File: config.mk
export PLATFORM = sky130hd
export DESIGN_NAME = msc_events
export DESIGN_NICKNAME = d
export VERILOG_FILES = /design/src/verilog/msc_pkg.sv /design/src/verilog/msc_events.sv /design/src/verilog/sci_gate.sv
export SDC_FILE = /design/constraint.sdc
export NUM_CORES = 1
export LEC_CHECK = 0
export ABC_AREA = 0
export BUFFER_PORTS_ARGS = -buffer_cell sky130_fd_sc_hd__buf_4
export CORE_MARGIN = 1
export CORE_UTILIZATION = 45
export CTS_CLUSTER_DIAMETER = 150
export DETAILED_ROUTE_END_ITERATION = 8
export PLACE_DENSITY = 0.72
export SETUP_SLACK_MARGIN = 0.05
export SLEW_MARGIN = 20
export SYNTH_ARGS = -nofsm -noshare
export SYNTH_HDL_FRONTEND = slang
export SYNTH_SLANG_ARGS = --single-unit
File: constraint.sdc
create_clock -name clk_i -period 1.5 [get_ports clk_i]
set_clock_uncertainty 0.2 [all_clocks]
set_input_delay 0.075 -clock clk_i [delete_from_list [all_inputs] [get_ports clk_i]]
set_output_delay 0.075 -clock clk_i [all_outputs]
set_load 0.03 [all_outputs]
File: src/verilog/msc_pkg.sv
// shared constants and carrier types for the misc ACPI event block
package msc_pkg;
    localparam int          ADDR_W           = 3;
    localparam logic [2:0]  OFF_SCI_STS_LOW  = 3'h0;
    localparam logic [2:0]  OFF_SCI_STS_HIGH = 3'h1;
    localparam logic [2:0]  OFF_MASTER_SCI_ENABLE_LOW   = 3'h2;
    localparam logic [2:0]  OFF_MASTER_SCI_ENABLE_HIGH  = 3'h3;
    localparam logic [2:0]  OFF_MISC_STS     = 3'h4;
    localparam logic [2:0]  OFF_MISC_EN      = 3'h6;
    localparam logic [2:0]  OFF_MISC_CTL     = 3'h7;
    localparam logic [7:0]  RST_MISC_STS     = 8'h02;
    localparam logic [7:0]  RST_ENABLE       = 8'h00;
    localparam logic [7:0]  MASK_EN_HIGH     = 8'h3f;
    localparam logic [7:0]  MASK_MISC_STS    = 8'h1f;
    localparam logic [7:0]  MASK_MISC_EN     = 8'h03;
    localparam logic [7:0]  MASK_MISC_CTL    = 8'h03;
    localparam int          BIT_FW_STS       = 0;
    localparam int          BIT_PWRON        = 1;
    localparam int          BIT_EDGE0        = 2;
    localparam int          BIT_FW_SMI_EN    = 0;
    localparam int          BIT_TMR_RUN      = 1;
    localparam int          BIT_FW_REL       = 0;
    localparam int          BIT_BM_TRIG      = 1;
    localparam int          N_EDGE           = 3;
    localparam int          N_SRC_HIGH       = 6;

    // host access carrier
    typedef struct packed {
        logic             rd;
        logic             wr;
        logic [2:0]       addr;
        logic [7:0]       wdata;
    } host_req_t;

    // register state of the block
    typedef struct packed {
        logic [7:0]       en_low;
        logic [7:0]       en_high;
        logic [7:0]       misc_sts;
        logic [7:0]       misc_en;
        logic             global_release;
        logic             bm_status;
        logic [2:0]       edge_prev;
        logic [7:0]       rdata;
        logic             sci;
        logic             sci_pulse_pend;
        logic             smi;
        logic             sci_irq;
        logic             tmr_run;
        logic             gs_set;
    } state_t;
endpackage

File: src/verilog/msc_events.sv
// misc ACPI/legacy event registers, group sci and firmware handshake
// How it works
// - low enable register gates eight sources onto group sci, one per bit.
// - high enable register gates six sources onto group sci.
// - enabled group sci drives the sci irq pin.
// - reserved bits of enable, status and control registers read zero.
// - firmware status flag sets whenever global release is set.
// - smi raised while global release and firmware smi enable are set.
// - writing one to firmware status clears it and global release.
// - power-on flag set by standby reset, cleared by writing one.
// - three edge flags catch either edge, write one clears.
// - after reset status reads 02h, enables and control read 00h.
// - timer run bit: zero stops timer, one lets it run.
// - writing one to firmware release sets global status, sci if enabled.
// - firmware release stays set until global status or firmware status written with one.
// - writing busmaster trigger sets busmaster status; only reset clears it.
// - with busmaster reload set, busmaster trigger also raises sci.
// - peripheral status bits are live, cleared only at the source.
module msc_events (
    // clock and standby power-on reset
    input  wire logic                 clk_i,
    input  wire logic                 rst_n_i,
    // host register port
    input  wire msc_pkg::host_req_t   req_i,
    output logic [7:0]                rdata_o,
    // peripheral interrupt sources
    input  wire logic [7:0]           src_low_i,
    input  wire logic [5:0]           src_high_i,
    input  wire logic [2:0]           edge_in_i,
    // bits held in other power-management registers
    input  wire logic                 master_sci_enable_i,
    input  wire logic                 global_event_enable_i,
    input  wire logic                 busmaster_reload_i,
    input  wire logic                 global_status_clear_i,
    // event outputs
    output logic                      sci_o,
    output logic                      sci_irq_o,
    output logic                      smi_o,
    output logic                      global_status_set_o,
    output logic                      busmaster_status_o,
    output logic                      pm_timer_run_o
);
    msc_pkg::state_t q;
    msc_pkg::state_t d;
    logic            grp_low;
    logic            grp_high;
    logic            wr_fw_rel;
    logic            wr_sts;
    logic            wr_bm_trig;

    sci_gate #(.N(8)) u_gate_low (
        .status_i (src_low_i),
        .enable_i (q.en_low),
        .any_o    (grp_low)
    );

    sci_gate #(.N(msc_pkg::N_SRC_HIGH)) u_gate_high (
        .status_i (src_high_i),
        .enable_i (q.en_high[msc_pkg::N_SRC_HIGH-1:0]),
        .any_o    (grp_high)
    );

    function automatic logic hit(input msc_pkg::host_req_t r, input logic [2:0] off);
        hit = r.wr && (r.addr == off);
    endfunction

    assign wr_fw_rel = hit(req_i, msc_pkg::OFF_MISC_CTL) && req_i.wdata[msc_pkg::BIT_FW_REL];
    assign wr_sts     = hit(req_i, msc_pkg::OFF_MISC_STS);
    assign wr_bm_trig = hit(req_i, msc_pkg::OFF_MISC_CTL) && req_i.wdata[msc_pkg::BIT_BM_TRIG];

    always_comb
    begin
        logic [2:0] edges;
        logic       ev_sci;
        logic [7:0] w1c;
        edges  = '0;
        ev_sci = 1'b0;
        w1c    = '0;
        d      = q;
        edges  = q.edge_prev ^ edge_in_i;
        d.edge_prev = edge_in_i;
        if (hit(req_i, msc_pkg::OFF_MASTER_SCI_ENABLE_LOW))
        begin
            d.en_low = req_i.wdata;
        end
        if (hit(req_i, msc_pkg::OFF_MASTER_SCI_ENABLE_HIGH))
        begin
            d.en_high = req_i.wdata & msc_pkg::MASK_EN_HIGH;
        end
        if (hit(req_i, msc_pkg::OFF_MISC_EN))
        begin
            d.misc_en = req_i.wdata & msc_pkg::MASK_MISC_EN;
        end
        if (hit(req_i, msc_pkg::OFF_MISC_STS))
        begin
            w1c = req_i.wdata & msc_pkg::MASK_MISC_STS;
        end
        // write one clears flag and release
        d.misc_sts = q.misc_sts & ~w1c;
        if (w1c[msc_pkg::BIT_FW_STS])
        begin
            d.global_release = 1'b0;
        end
        d.misc_sts[msc_pkg::BIT_EDGE0 +: msc_pkg::N_EDGE] =
            d.misc_sts[msc_pkg::BIT_EDGE0 +: msc_pkg::N_EDGE] | edges;
        // global status write one clears release
        if (global_status_clear_i)
        begin
            d.global_release = 1'b0;
        end
        // write one sets release, sci when enabled
        if (wr_fw_rel)
        begin
            d.global_release = 1'b1;
            ev_sci           = global_event_enable_i;
        end
        if (d.global_release && !q.global_release)
        begin
            d.misc_sts[msc_pkg::BIT_FW_STS] = 1'b1;
        end
        if (global_status_clear_i && !hit(req_i, msc_pkg::OFF_MISC_CTL))
        begin
            d.bm_status = q.bm_status;
        end
        if (hit(req_i, msc_pkg::OFF_MISC_CTL) && req_i.wdata[msc_pkg::BIT_BM_TRIG])
        begin
            d.bm_status = 1'b1;
            ev_sci = ev_sci | busmaster_reload_i;
        end
        d.sci_pulse_pend = ev_sci;
        d.gs_set = wr_fw_rel;
        d.smi = d.global_release && d.misc_en[msc_pkg::BIT_FW_SMI_EN];
        // group sci gated by master enable
        d.sci = master_sci_enable_i && (grp_low || grp_high || q.sci_pulse_pend);
        d.sci_irq = d.sci;
        d.tmr_run = d.misc_en[msc_pkg::BIT_TMR_RUN];
        d.rdata = 8'h00;
        if (req_i.rd)
        begin
            case (req_i.addr)
                msc_pkg::OFF_SCI_STS_LOW:  d.rdata = src_low_i;
                msc_pkg::OFF_SCI_STS_HIGH: d.rdata = {2'h0, src_high_i};
                msc_pkg::OFF_MASTER_SCI_ENABLE_LOW:   d.rdata = q.en_low;
                msc_pkg::OFF_MASTER_SCI_ENABLE_HIGH:  d.rdata = q.en_high;
                msc_pkg::OFF_MISC_STS:     d.rdata = q.misc_sts;
                msc_pkg::OFF_MISC_EN:      d.rdata = q.misc_en;
                // control bits are write-one triggers; read zero
                msc_pkg::OFF_MISC_CTL:     d.rdata = 8'h00;
                default:                   d.rdata = 8'h00;
            endcase
        end
    end

    // reset values; power-on flag set by reset
    always_ff @(posedge clk_i or negedge rst_n_i)
    begin
        if (!rst_n_i)
        begin
            q.en_low         <= msc_pkg::RST_ENABLE;
            q.en_high        <= msc_pkg::RST_ENABLE;
            q.misc_sts       <= msc_pkg::RST_MISC_STS;
            q.misc_en        <= msc_pkg::RST_ENABLE;
            q.global_release <= 1'b0;
            q.bm_status      <= 1'b0;
            q.edge_prev      <= 3'h0;
            q.rdata          <= 8'h00;
            q.sci            <= 1'b0;
            q.sci_pulse_pend <= 1'b0;
            q.smi            <= 1'b0;
            q.sci_irq        <= 1'b0;
            q.tmr_run        <= 1'b0;
            q.gs_set         <= 1'b0;
        end
        else
        begin
            q <= d;
        end
    end

    assign rdata_o             = q.rdata;
    assign sci_o               = q.sci;
    assign sci_irq_o           = q.sci_irq;
    assign smi_o               = q.smi;
    assign global_status_set_o = q.gs_set;
    assign busmaster_status_o  = q.bm_status;
    assign pm_timer_run_o      = q.tmr_run;
endmodule

File: src/verilog/sci_gate.sv
// status-and-enable gating onto the group sci line
module sci_gate #(
    parameter int N = 8
) (
    // sources
    input  wire logic [N-1:0] status_i,
    input  wire logic [N-1:0] enable_i,
    // result
    output logic              any_o
);
    assign any_o = |(status_i & enable_i);
endmodule
==> summary.md, run 1 <==
| Metric | Value |
|---|---|
| Run status | `finished clean` |
| Vias per cell | `between 5 and 6` |
| Crit path launch type | `input port` |
| Synth Net Count | `190` |
| Starting Density | `0.468` |
| Worst skew pair latency | `between 0.2 and 0.3 ns` |
| Slew Limit Fails | `0` |
| Rel. slew slack | `0.687` |
| Drt first-iter violations | `60` |
| DP Cell Count | `241` |
| H-tree depth | `2` |
| Diode count | `0` |
| Antenna violations before repair | `0` |
| ANT nets after route | `0` |
| Crit Path Category | `in2reg` |
| Placer congestion estimate | `0.882` |
| Cell area after synthesis | `1870 µm²` |
| Final Hold Fails | `0` |
| Nets@finish | `~270` |
| Hold Slack | `0.0126 ns` |
| Mean area per synthesized cell | `12.2 µm²` |
| R2R setup slack | `around 0.080 ns` |
| Hold Path Class | `in2reg` |
| Crit path capture | `sci_irq_o` |
| Area Growth Syn to Fin | `41.2%` |
| CTS sink cnt | `38` |
| Critical Path RT | `1.48 ns` |
| I/O pin cnt | `50` |
| # fillers | `319` |
| Final WL | `4460 µm` |
| Die Height | `66.5 µm` |
| Tmin final | `1.44 ns` |
| Unique masters post-synth | `41` |
| EDFF count, synth | `0` |
| PD cells | `between 1000 and 1500 nW/µm²` |
| IO Port Bufs | `a little under 50` |
| Synth Instances | `154` |
| Final TNS setup | `0 ns` |
| Final period util | `0.962` |
| Chip width | `66.5 µm` |
| Crit path from | `src_high_i[4]` |
| Max-cap viol count | `0` |
| Gr ovfl total | `0` |
| Root Driver | `clkbuf_8` |
| Num rows | `23` |
| Hold Startpoint | `src_high_i[0]` |
| Leading area contributor after synthesis | `dfrtp_1` |
| Routed met3 length | `172 µm` |
| Reg area | `952 µm²` |
| Top sig layer | `met4` |
| CP Max Fanout | `2` |
| Core footprint | `4000 µm²` |
| Final setup viols | `0` |
| DRC viols | `0` |
| Synth warn | `0` |
| Top cells by area, synth | `dfrtp_1, mux2_4, mux2_1` |
| Layout cells sized above 1 | `0.338` |
| First-pass GRT wire length | `around 7300 µm` |
| Post-synth top cells | `dfrtp_1, nand2_1, buf_4, mux2_1, mux2_4` |
| Post-synth top flop | `dfrtp_1` |
| Largest net degree at the start of global routing | `39` |
| CP endpoint kind | `flop` |
| R2R depth | `3` |
| M1 WL | `1920 µm` |
| Longest Clk Path Bufs | `2` |
| Met2 routed WL | `between 2000 and 2500 µm` |
| Vias in the first global route | `between 1000 and 1500` |
| Max frequency | `between 600 and 700 MHz` |
| Num CTS Buffers | `5` |
| Non-filler instance count after layout | `281` |
| Part of the Yosys area used for sequential elements | `0.509` |
| FF-to-FF End | `sci_irq_o` |
| Async SR Flop Fraction | `1.00` |
| Gr usage total | `0.234` |
| Static leakage | `between 0.001 and 0.0015 µW` |
| Post-synth top area share | `0.495` |
| Wirelength per Cell | `~16 µm` |
| Die area | `4420 µm²` |
| TritonCTS clock tree | `done` |
| DR pass1 iterations | `4` |
| Clock-pin slew on the worst setup and hold paths | `~0.070 ns` |
| Number of synthesized register bits | `38` |
| Top-count cell post-synth | `dfrtp_1` |
| DP HPWL | `roughly 3100 µm` |
| Via count | `1441` |
| Multi-input logic area | `about 800 µm²` |
| WP data arrival | `between 1 and 1.5 ns` |
| Slew @ Worst Pin | `0.469 ns` |
| Reg2reg start | `q[39]` |
| RSZ-0062 raised after global routing | `true` |
| VDD IR max | `0.000724 V` |
==> worst min-delay path by stage <==
stage                                     to  depth (start not counted)
after floorplan           busmaster_status_o                          0
after global placement                 q[49]                          1
after detailed placement               q[49]                          1
after CTS                              q[20]                          3
after global routing               sci_irq_o                          4
final                              sci_irq_o                          4
==> power by group <==
part,switching (µW),internal (µW),leakage (µW)
logic,266,347,0.000723
clock network,368,494,0.0000504
registers,102,1160,0.000461
total,737,2000,0.00123
==> through the flow <==
stage / util / setup WS [ns] / instance area [µm²] / power (µW)
6_report: 0.661 / 0.0575 / 2640 / 2730
5_1_grt: 0.661 / 0.0361 / 2640 / 2860
4_1_cts: 0.661 / 0.0604 / 2640 / 2750
3_5_place_dp: 0.552 / 0.0599 / 2210 / 1820
3_3_place_gp: 0.552 / 0.107 / 2210 / 1800
2_1_floorplan: - / 0.224 / 1870 / 1610
==> layer usage <==
layer,vias to the layer above,global-route usage
met5,-,0
met1,697,0.284
met3,9,0.0548
met2,42,0.386
met4,0,0.120
li1,693,-
==> final cells by class <==
cell class,count,area share
sequential,38,0.360
multi-input combinational,99,0.303
timing repair buffer,83,0.266
clock buffer,5,0.0260
tap,50,0.0237
clock inverter,3,0.0170
inverter,3,0.00426
==> worst max-delay path, cell delays in order <==
cell and delay, ns:
dlygate4sd3_1 0.53, buf_4 0.14, a222oi_1 0.37, nand3_1 0.11
o21a_1 0.19
==> placed cells by master (no fill, tap or decap), types with 3 or more instances in the layout <==
master / instances
nor2_1: 6
inv_1: 3
mux2_1: 10
clkbuf_8: 5
mux2_4: 9
a22oi_1: 7
o21a_1: 4
a21oi_1: 4
nand2_1: 20
mux2i_1: 6
buf_4: 51
dlygate4sd3_1: 32
xnor2_1: 3
dfrtp_1: 37
==> flip-flops by register name, summed over array words and instances (netlist names) <==
name and flops:
q 26, rdata_o 8, busmaster_status_o 1, global_status_set_o 1, sci_irq_o 1, smi_o 1
==> cells by family (layout without fill, tap and decap cells) <==
family	count (synthesis)	in the layout	share of synthesized area
buffers and inverters	17	94	0.0635
xor gates and xnor gates	3	3	0.0140
and+or+nand+nor	43	43	0.126
DFF	38	38	0.509
AOI/OAI and AO/OA	26	26	0.106
muxes	27	27	0.182
==> what timing repair did <==
item	4_1_cts	5_1_grt
hold buffers	32	0
buffers inserted	0	0
gates resized for setup	0	0
hold endpoints to repair	76	0
setup endpoints to repair	0	1
No activity file was read; power rests on OpenSTA's default activity.
==> run 2: changes to the inputs <==
ABC_AREA = 1   (was 0)
PLACE_DENSITY = 0.71   (was 0.72)
==> run 2 against run 1 <==
  * Synthesized cell count up 49%
  * Largest power group unchanged
  * The flow now finishes with violations (negative hold slack)
  * Global-route usage increased by 0.30 points
  * Final area is 3.9% higher
  * Fmax grew 1.5%
  * Register-to-register slack better by 0.05 ns
  * Largest cell class unchanged
  * Total power decreased by 0.98%
  * Critical path depth did not move
  * Wire length grew 6.0%
  * Sequential power about the same
  * Hold slack got worse by 0.044 ns
==> summary.md, run 2 <==
| Metric | Value |
|---|---|
| Run status | `complete, but fails checks` |
| Failing checks | `negative hold slack` |
| Chip width | `67.9 µm` |
| Starting Density | `0.479` |
| Rel. slew slack | `0.679` |
| DRC viols | `0` |
| Cell area after synthesis | `approximately 2000 µm²` |
| Diode count | `0` |
| Placer congestion estimate | `0.907` |
| Wirelength per Cell | `about 13 µm` |
| Gr ovfl total | `0` |
| Via count | `around 1800` |
| Final TNS setup | `0 ns` |
| Biggest register | `q` |
| Synth Instances | `230` |
| RSZ-0062 raised after global routing | `true` |
| CP Max Fanout | `1` |
| Area Growth Syn to Fin | `40.4%` |
| DP HPWL | `3120 µm` |
| Worst skew pair latency | `0.30 ns` |
| Core footprint | `4090 µm²` |
| Async SR Flop Fraction | `1.00` |
| Tmin final | `1.42 ns` |
| Vias in the first global route | `1706` |
| Max-cap viol count | `0` |
| Critical Path RT | `1.49 ns` |
| Die Height | `67.9 µm` |
| Clock-pin slew on the worst setup and hold paths | `0.07 ns` |
| DR pass1 iterations | `4` |
| I/O pin cnt | `50` |
| Most frequent cells in the layout | `nand2_1, buf_4, dfrtp_1` |
| Nets@finish | `345` |
| Final Hold Fails | `2` |
| # fillers | `approximately 350` |
| Antenna violations before repair | `0` |
| Fin area | `2750 µm²` |
| Post-synth top flop | `dfrtp_1` |
| CTS sink cnt | `38` |
| Static leakage | `~0.0014 µW` |
| Gr usage total | `0.237` |
| Synth Net Count | `approximately 270` |
| PD cells | `986 nW/µm²` |
| Final period util | `0.948` |
| Root Driver | `clkbuf_8` |
| TritonCTS clock tree | `done` |
| Crit Path Category | `in2reg` |
| Drt first-iter violations | `94` |
| Number of synthesized register bits | `38` |
| EDFF count, synth | `0` |
| Post-synth top area share | `0.473` |
| Final setup viols | `0` |
| Hold Path Class | `in2reg` |
| Reg area | `between 900 and 1000 µm²` |
| ANT nets after route | `0` |
| Die area | `4610 µm²` |
| Area after DPL | `2260 µm²` |
| Multi-input logic area | `802 µm²` |
| Num rows | `23` |
| Crit path launch type | `input port` |
| Longest Clk Path Bufs | `2` |
| Leading area contributor after synthesis | `dfrtp_1` |
| IO Port Bufs | `49` |
| Slew @ Worst Pin | `0.481 ns` |
| Synth warn | `0` |
| Top cells by area, synth | `dfrtp_1, nand2_1, o21ai_2` |
| Post-synth top cells | `nand2_1, dfrtp_1, nand3_1, inv_1, nor2_1` |
| Commonest non-fill, non-tap cell in the layout | `nand2_1` |
| CP endpoint kind | `flop` |
| WP data arrival | `1.41 ns` |
| VDD IR max | `around 0.00069 V` |
| Layout cells sized above 1 | `0.287` |
| Final WL | `4730 µm` |
| Max frequency | `704 MHz` |
| Slew Limit Fails | `0` |
| Num CTS Buffers | `5` |
| Vias per cell | `between 4 and 5` |
| Largest net degree at the start of global routing | `39` |
| First-pass GRT wire length | `7760 µm` |
| Largest register FFs | `26` |
| H-tree depth | `2` |
| Mean area per synthesized cell | `8.50 µm²` |
| Unique masters post-synth | `23` |
| Top-count cell post-synth | `nand2_1` |
| Part of the Yosys area used for sequential elements | `0.487` |
| Hold Slack | `-0.0315 ns` |
## run 2: cell count changes after synthesis, moves of 6 or more
| cell | before | now |
|---|---|---|
| nand2_1 | 20 | 73 |
| nand3_1 | 1 | 19 |
| inv_1 | 3 | 16 |
| o21ai_2 | 0 | 12 |
| mux2_1 | 10 | 0 |
| mux2_4 | 9 | 0 |
| nor2_1 | 6 | 15 |
| a22oi_1 | 7 | 0 |
| mux2i_1 | 6 | 0 |
## run 2: worst max-delay path, cell delays in order
cell	delay, ns
dlygate4sd3_1	0.54
buf_4	0.14
nand3_1	0.06
dlygate4sd3_1	0.54
nand2_1	0.05
## run 2: final timing paths
kind                                    start                  to  slack [ns]  cells after the start
hold / removal                       req_i[0]                q[4]       -0.03                      5
max in group asynchronous             rst_n_i               q[28]        0.66                      2
min in group asynchronous             rst_n_i          rdata_o[4]        0.08                      2
setup reg to reg                        q[27]               q[27]        0.13                      3
hold reg to reg            busmaster_status_o  busmaster_status_o        0.26                      1
setup / recovery                     req_i[7]               q[50]        0.08                      5
## run 2: cell type report
class | count | area share
Timing Repair Buffer | 88 | 0.272
Multi-Input combinational cell | 157 | 0.292
Tap cell | 50 | 0.0228
Inverter | 19 | 0.0260
Clock inverter | 2 | 0.0137
Sequential cell | 38 | 0.347
Clock buffer | 6 | 0.0264
## run 2: through the flow
stage / utilization / std cells / total power, µW / setup slack [ns]
2_1_floorplan: - / 230 / 1590 / 0.384
3_3_place_gp: 0.553 / 314 / 1770 / 0.149
3_5_place_dp: 0.553 / 314 / 1770 / 0.0750
4_1_cts: 0.666 / 357 / 2710 / 0.0746
5_1_grt: 0.672 / 360 / 2850 / 0.00582
6_report: 0.672 / 360 / 2710 / 0.0786
## run 2: repair_timing
action	in CTS	in global routing
gates resized for setup	0	1
setup buffers	0	3
setup endpoints to repair	0	6
endpoints found under the hold margin	76	4
hold buffers	35	3
## run 2: logic make-up (layout without fill, tap and decap cells)
kind of cell | count (synthesis) | count (layout) | share of synthesized area
DFF | 38 | 38 | 0.487
AOI/OAI and AO/OA | 28 | 28 | 0.0960
buffers and inverters | 35 | 115 | 0.104
and+or+nand+nor | 126 | 126 | 0.299
xor gates and xnor gates | 3 | 3 | 0.0134
## run 2: routing by layer
| metal | global-route usage | vias up | share of wire |
|---|---|---|---|
| met4 | 0.0964 | 0 | 0.014 |
| met3 | 0.0600 | 7 | 0.049 |
| met1 | 0.289 | 814 | 0.44 |
| met5 | 0 | - | 0 |
| met2 | 0.396 | 51 | 0.49 |
| li1 | - | 884 | - |
## run 2: report_power, final
group          total [µW]  internal (µW)  switching, µW
Combinational         610            285            324
Clock                 870            496            374
Sequential           1230           1140           85.5
==> run 3: changes to the inputs <==
PLACE_DENSITY = 0.74   (was 0.71)
clock period = 1.25 ns   (was 1.5 ns; I/O delays follow)
==> run 3 against run 2 <==
  * Final cell count up 0.28%
  * Die area did not move
  * Hold slack hardly changed
  * Total power rose by 30%
  * Clock power is 47% higher
  * The flow still finishes with violations (negative hold slack)
  * Largest power group unchanged
  * Sequential share of layout area down 0.77 points
  * Register-to-register slack lost 0.05 ns
  * Critical endpoint is now sci_irq_o
  * Utilization rose by 1.5 points
==> summary.md, run 3 (synthesized netlist as in run 2, its figures left out) <==
| Metric | Value |
|---|---|
| Run status | `complete, but fails checks` |
| Failing checks | `negative hold slack` |
| Sequential share of power | `0.417` |
| ANT nets after route | `0` |
| PD cells | `1260 nW/µm²` |
| Chip width | `67.9 µm` |
| Num CTS Buffers | `5` |
| IO Port Bufs | `49` |
| Root Driver | `clkbuf_8` |
| DRC viols | `0` |
| FF-to-FF End | `sci_irq_o` |
| Crit path from | `src_low_i[3]` |
| Busiest layer in global routing | `met2` |
| Longest Clk Path Bufs | `2` |
| R2R depth | `6` |
| Hold Path Class | `in2reg` |
| Slew Limit Fails | `0` |
| Die area | `4610 µm²` |
| Die Height | `67.9 µm` |
| Largest net degree at the start of global routing | `39` |
| H-tree depth | `2` |
| Final Hold Fails | `3` |
| Via count | `1771` |
| TritonCTS clock tree | `done` |
| Clock power frac | `0.363` |
| DR pass1 iterations | `4` |
| Crit Path Category | `in2reg` |
| Max-cap viol count | `0` |
| Final period util | `0.951` |
| Rel. slew slack | `0.675` |
| Slew @ Worst Pin | `about 0.49 ns` |
| Critical Path RT | `1.23 ns` |
| First-pass GRT wire length | `7700 µm` |
| Global Route met2 Usage | `0.374` |
| WP data arrival | `around 1.2 ns` |
| Reg2reg start | `q[39]` |
| Final WS setup | `0.0609 ns` |
| R2R setup slack | `0.08 ns` |
| Wirelength per Cell | `13.4 µm` |
| Gr ovfl total | `0` |
| Biggest register | `q` |
| VDD IR max | `0.000744 V` |
| CTS sink cnt | `38` |
| Final WL | `4850 µm` |
| Most frequent cells in the layout | `nand2_1, buf_4, dfrtp_1` |
| Max frequency | `about 840 MHz` |
| Non-filler instance count after layout | `361` |
| Static leakage | `0.00145 µW` |
| Crit path capture | `sci_irq_o` |
| Placer congestion estimate | `just over 0.8` |
| Antenna violations before repair | `0` |
| Tmin final | `about 1.2 ns` |
| CP endpoint kind | `flop` |
| Logic gate share of total power | `0.220` |
| Diode count | `0` |
| Hold Slack | `-0.0311 ns` |
| Commonest non-fill, non-tap cell in the layout | `nand2_1` |
| Crit path launch type | `input port` |
| Clock-pin slew on the worst setup and hold paths | `0.07 ns` |
| Layout cells sized above 1 | `0.318` |
| CP Max Fanout | `2` |
| Largest register FFs | `26` |
| Vias per cell | `4.91` |
| Core footprint | `4090 µm²` |
| Worst skew pair latency | `slightly below 0.3 ns` |
| Gr usage total | `0.231` |
| DP HPWL | `3280 µm` |
| Vias in the first global route | `1623` |
| Switching Fraction | `0.267` |
| I/O pin cnt | `50` |
| Area Growth Syn to Fin | `43.6%` |
| Internal power | `2590 µW` |
| RSZ-0062 raised after global routing | `true` |
| Final setup viols | `0` |
| Nets@finish | `between 300 and 400` |
| Routing usage on met3 | `0.0367` |
| Place WS | `-0.00110 ns` |
| Switching power | `941 µW` |
| Drt first-iter violations | `91` |
| DP Cell Count | `320` |
| M1 GR Usage | `0.311` |
| Starting Density | `0.479` |
| Num rows | `23` |
[run 3: power groups by stage]
stage | Combinational [µW] | Sequential, µW | Clock [µW]
floorplan | 400 | 1500 | 0
global placement | 653 | 1490 | 0
detailed placement | 663 | 1490 | 0
CTS | 742 | 1470 | 1310
global route | 857 | 1490 | 1360
finish | 777 | 1470 | 1280
[run 3: how the worst min path moves through the flow]
stage	startpoint	endpoint	slack, ns	depth (start not counted)
6_report	src_low_i[6]	sci_irq_o	-0.03	5
5_1_grt	req_i[11]	q[28]	0.02	4
4_1_cts	src_low_i[6]	rdata_o[6]	-0.18	3
3_5_place_dp	rst_n_i	rdata_o[5]	-0.14	1
3_3_place_gp	rst_n_i	rdata_o[5]	-0.14	1
2_1_floorplan	rst_n_i	busmaster_status_o	-0.43	0
[run 3: per-layer routing]
| metal | vias to the layer above | share of wire |
|---|---|---|
| met1 | 817 | 0.44 |
| li1 | 885 | - |
| met3 | 8 | 0.057 |
| met2 | 61 | 0.49 |
| met5 | - | 0 |
| met4 | 0 | 0.012 |
[run 3: cell type report]
type                       count  area, µm²
sequential                    38        952
clock buffer                   6       82.6
clock inverter                 2       60.1
multi-input combinational    157        817
timing repair buffer          89        763
inverter                      19       71.3
tap                           50       62.6
fill                         337       1280
[run 3: critical path, stage by stage]
cell and delay, ns:
dlygate4sd3_1 0.55, buf_4 0.14, nand2_2 0.06, nand2_1 0.04, nand3b_1 0.16, nor2_2 0.11
nor2_1 0.04
[run 3: per-stage QoR]
step | setup TNS, ns | power [µW] | utilization | cell area (µm²)
final | 0 | 3530 | 0.687 | 2810
after global routing | -0.0181 | 3710 | 0.687 | 2810
after CTS | 0 | 3520 | 0.677 | 2770
after detailed placement | -0.00110 | 2150 | 0.567 | 2320
after global placement | 0 | 2140 | 0.567 | 2320
after floorplan | 0 | 1900 | - | 1960
[run 3: repair_timing]
| action | in CTS | in global routing |
|---|---|---|
| buffers inserted | 0 | 2 |
| endpoints found under the setup margin | 1 | 2 |
| hold endpoints to repair | 75 | 3 |
| hold buffers | 30 | 2 |
| gates resized for setup | 1 | 6 |
| pin swaps | 0 | 4 |
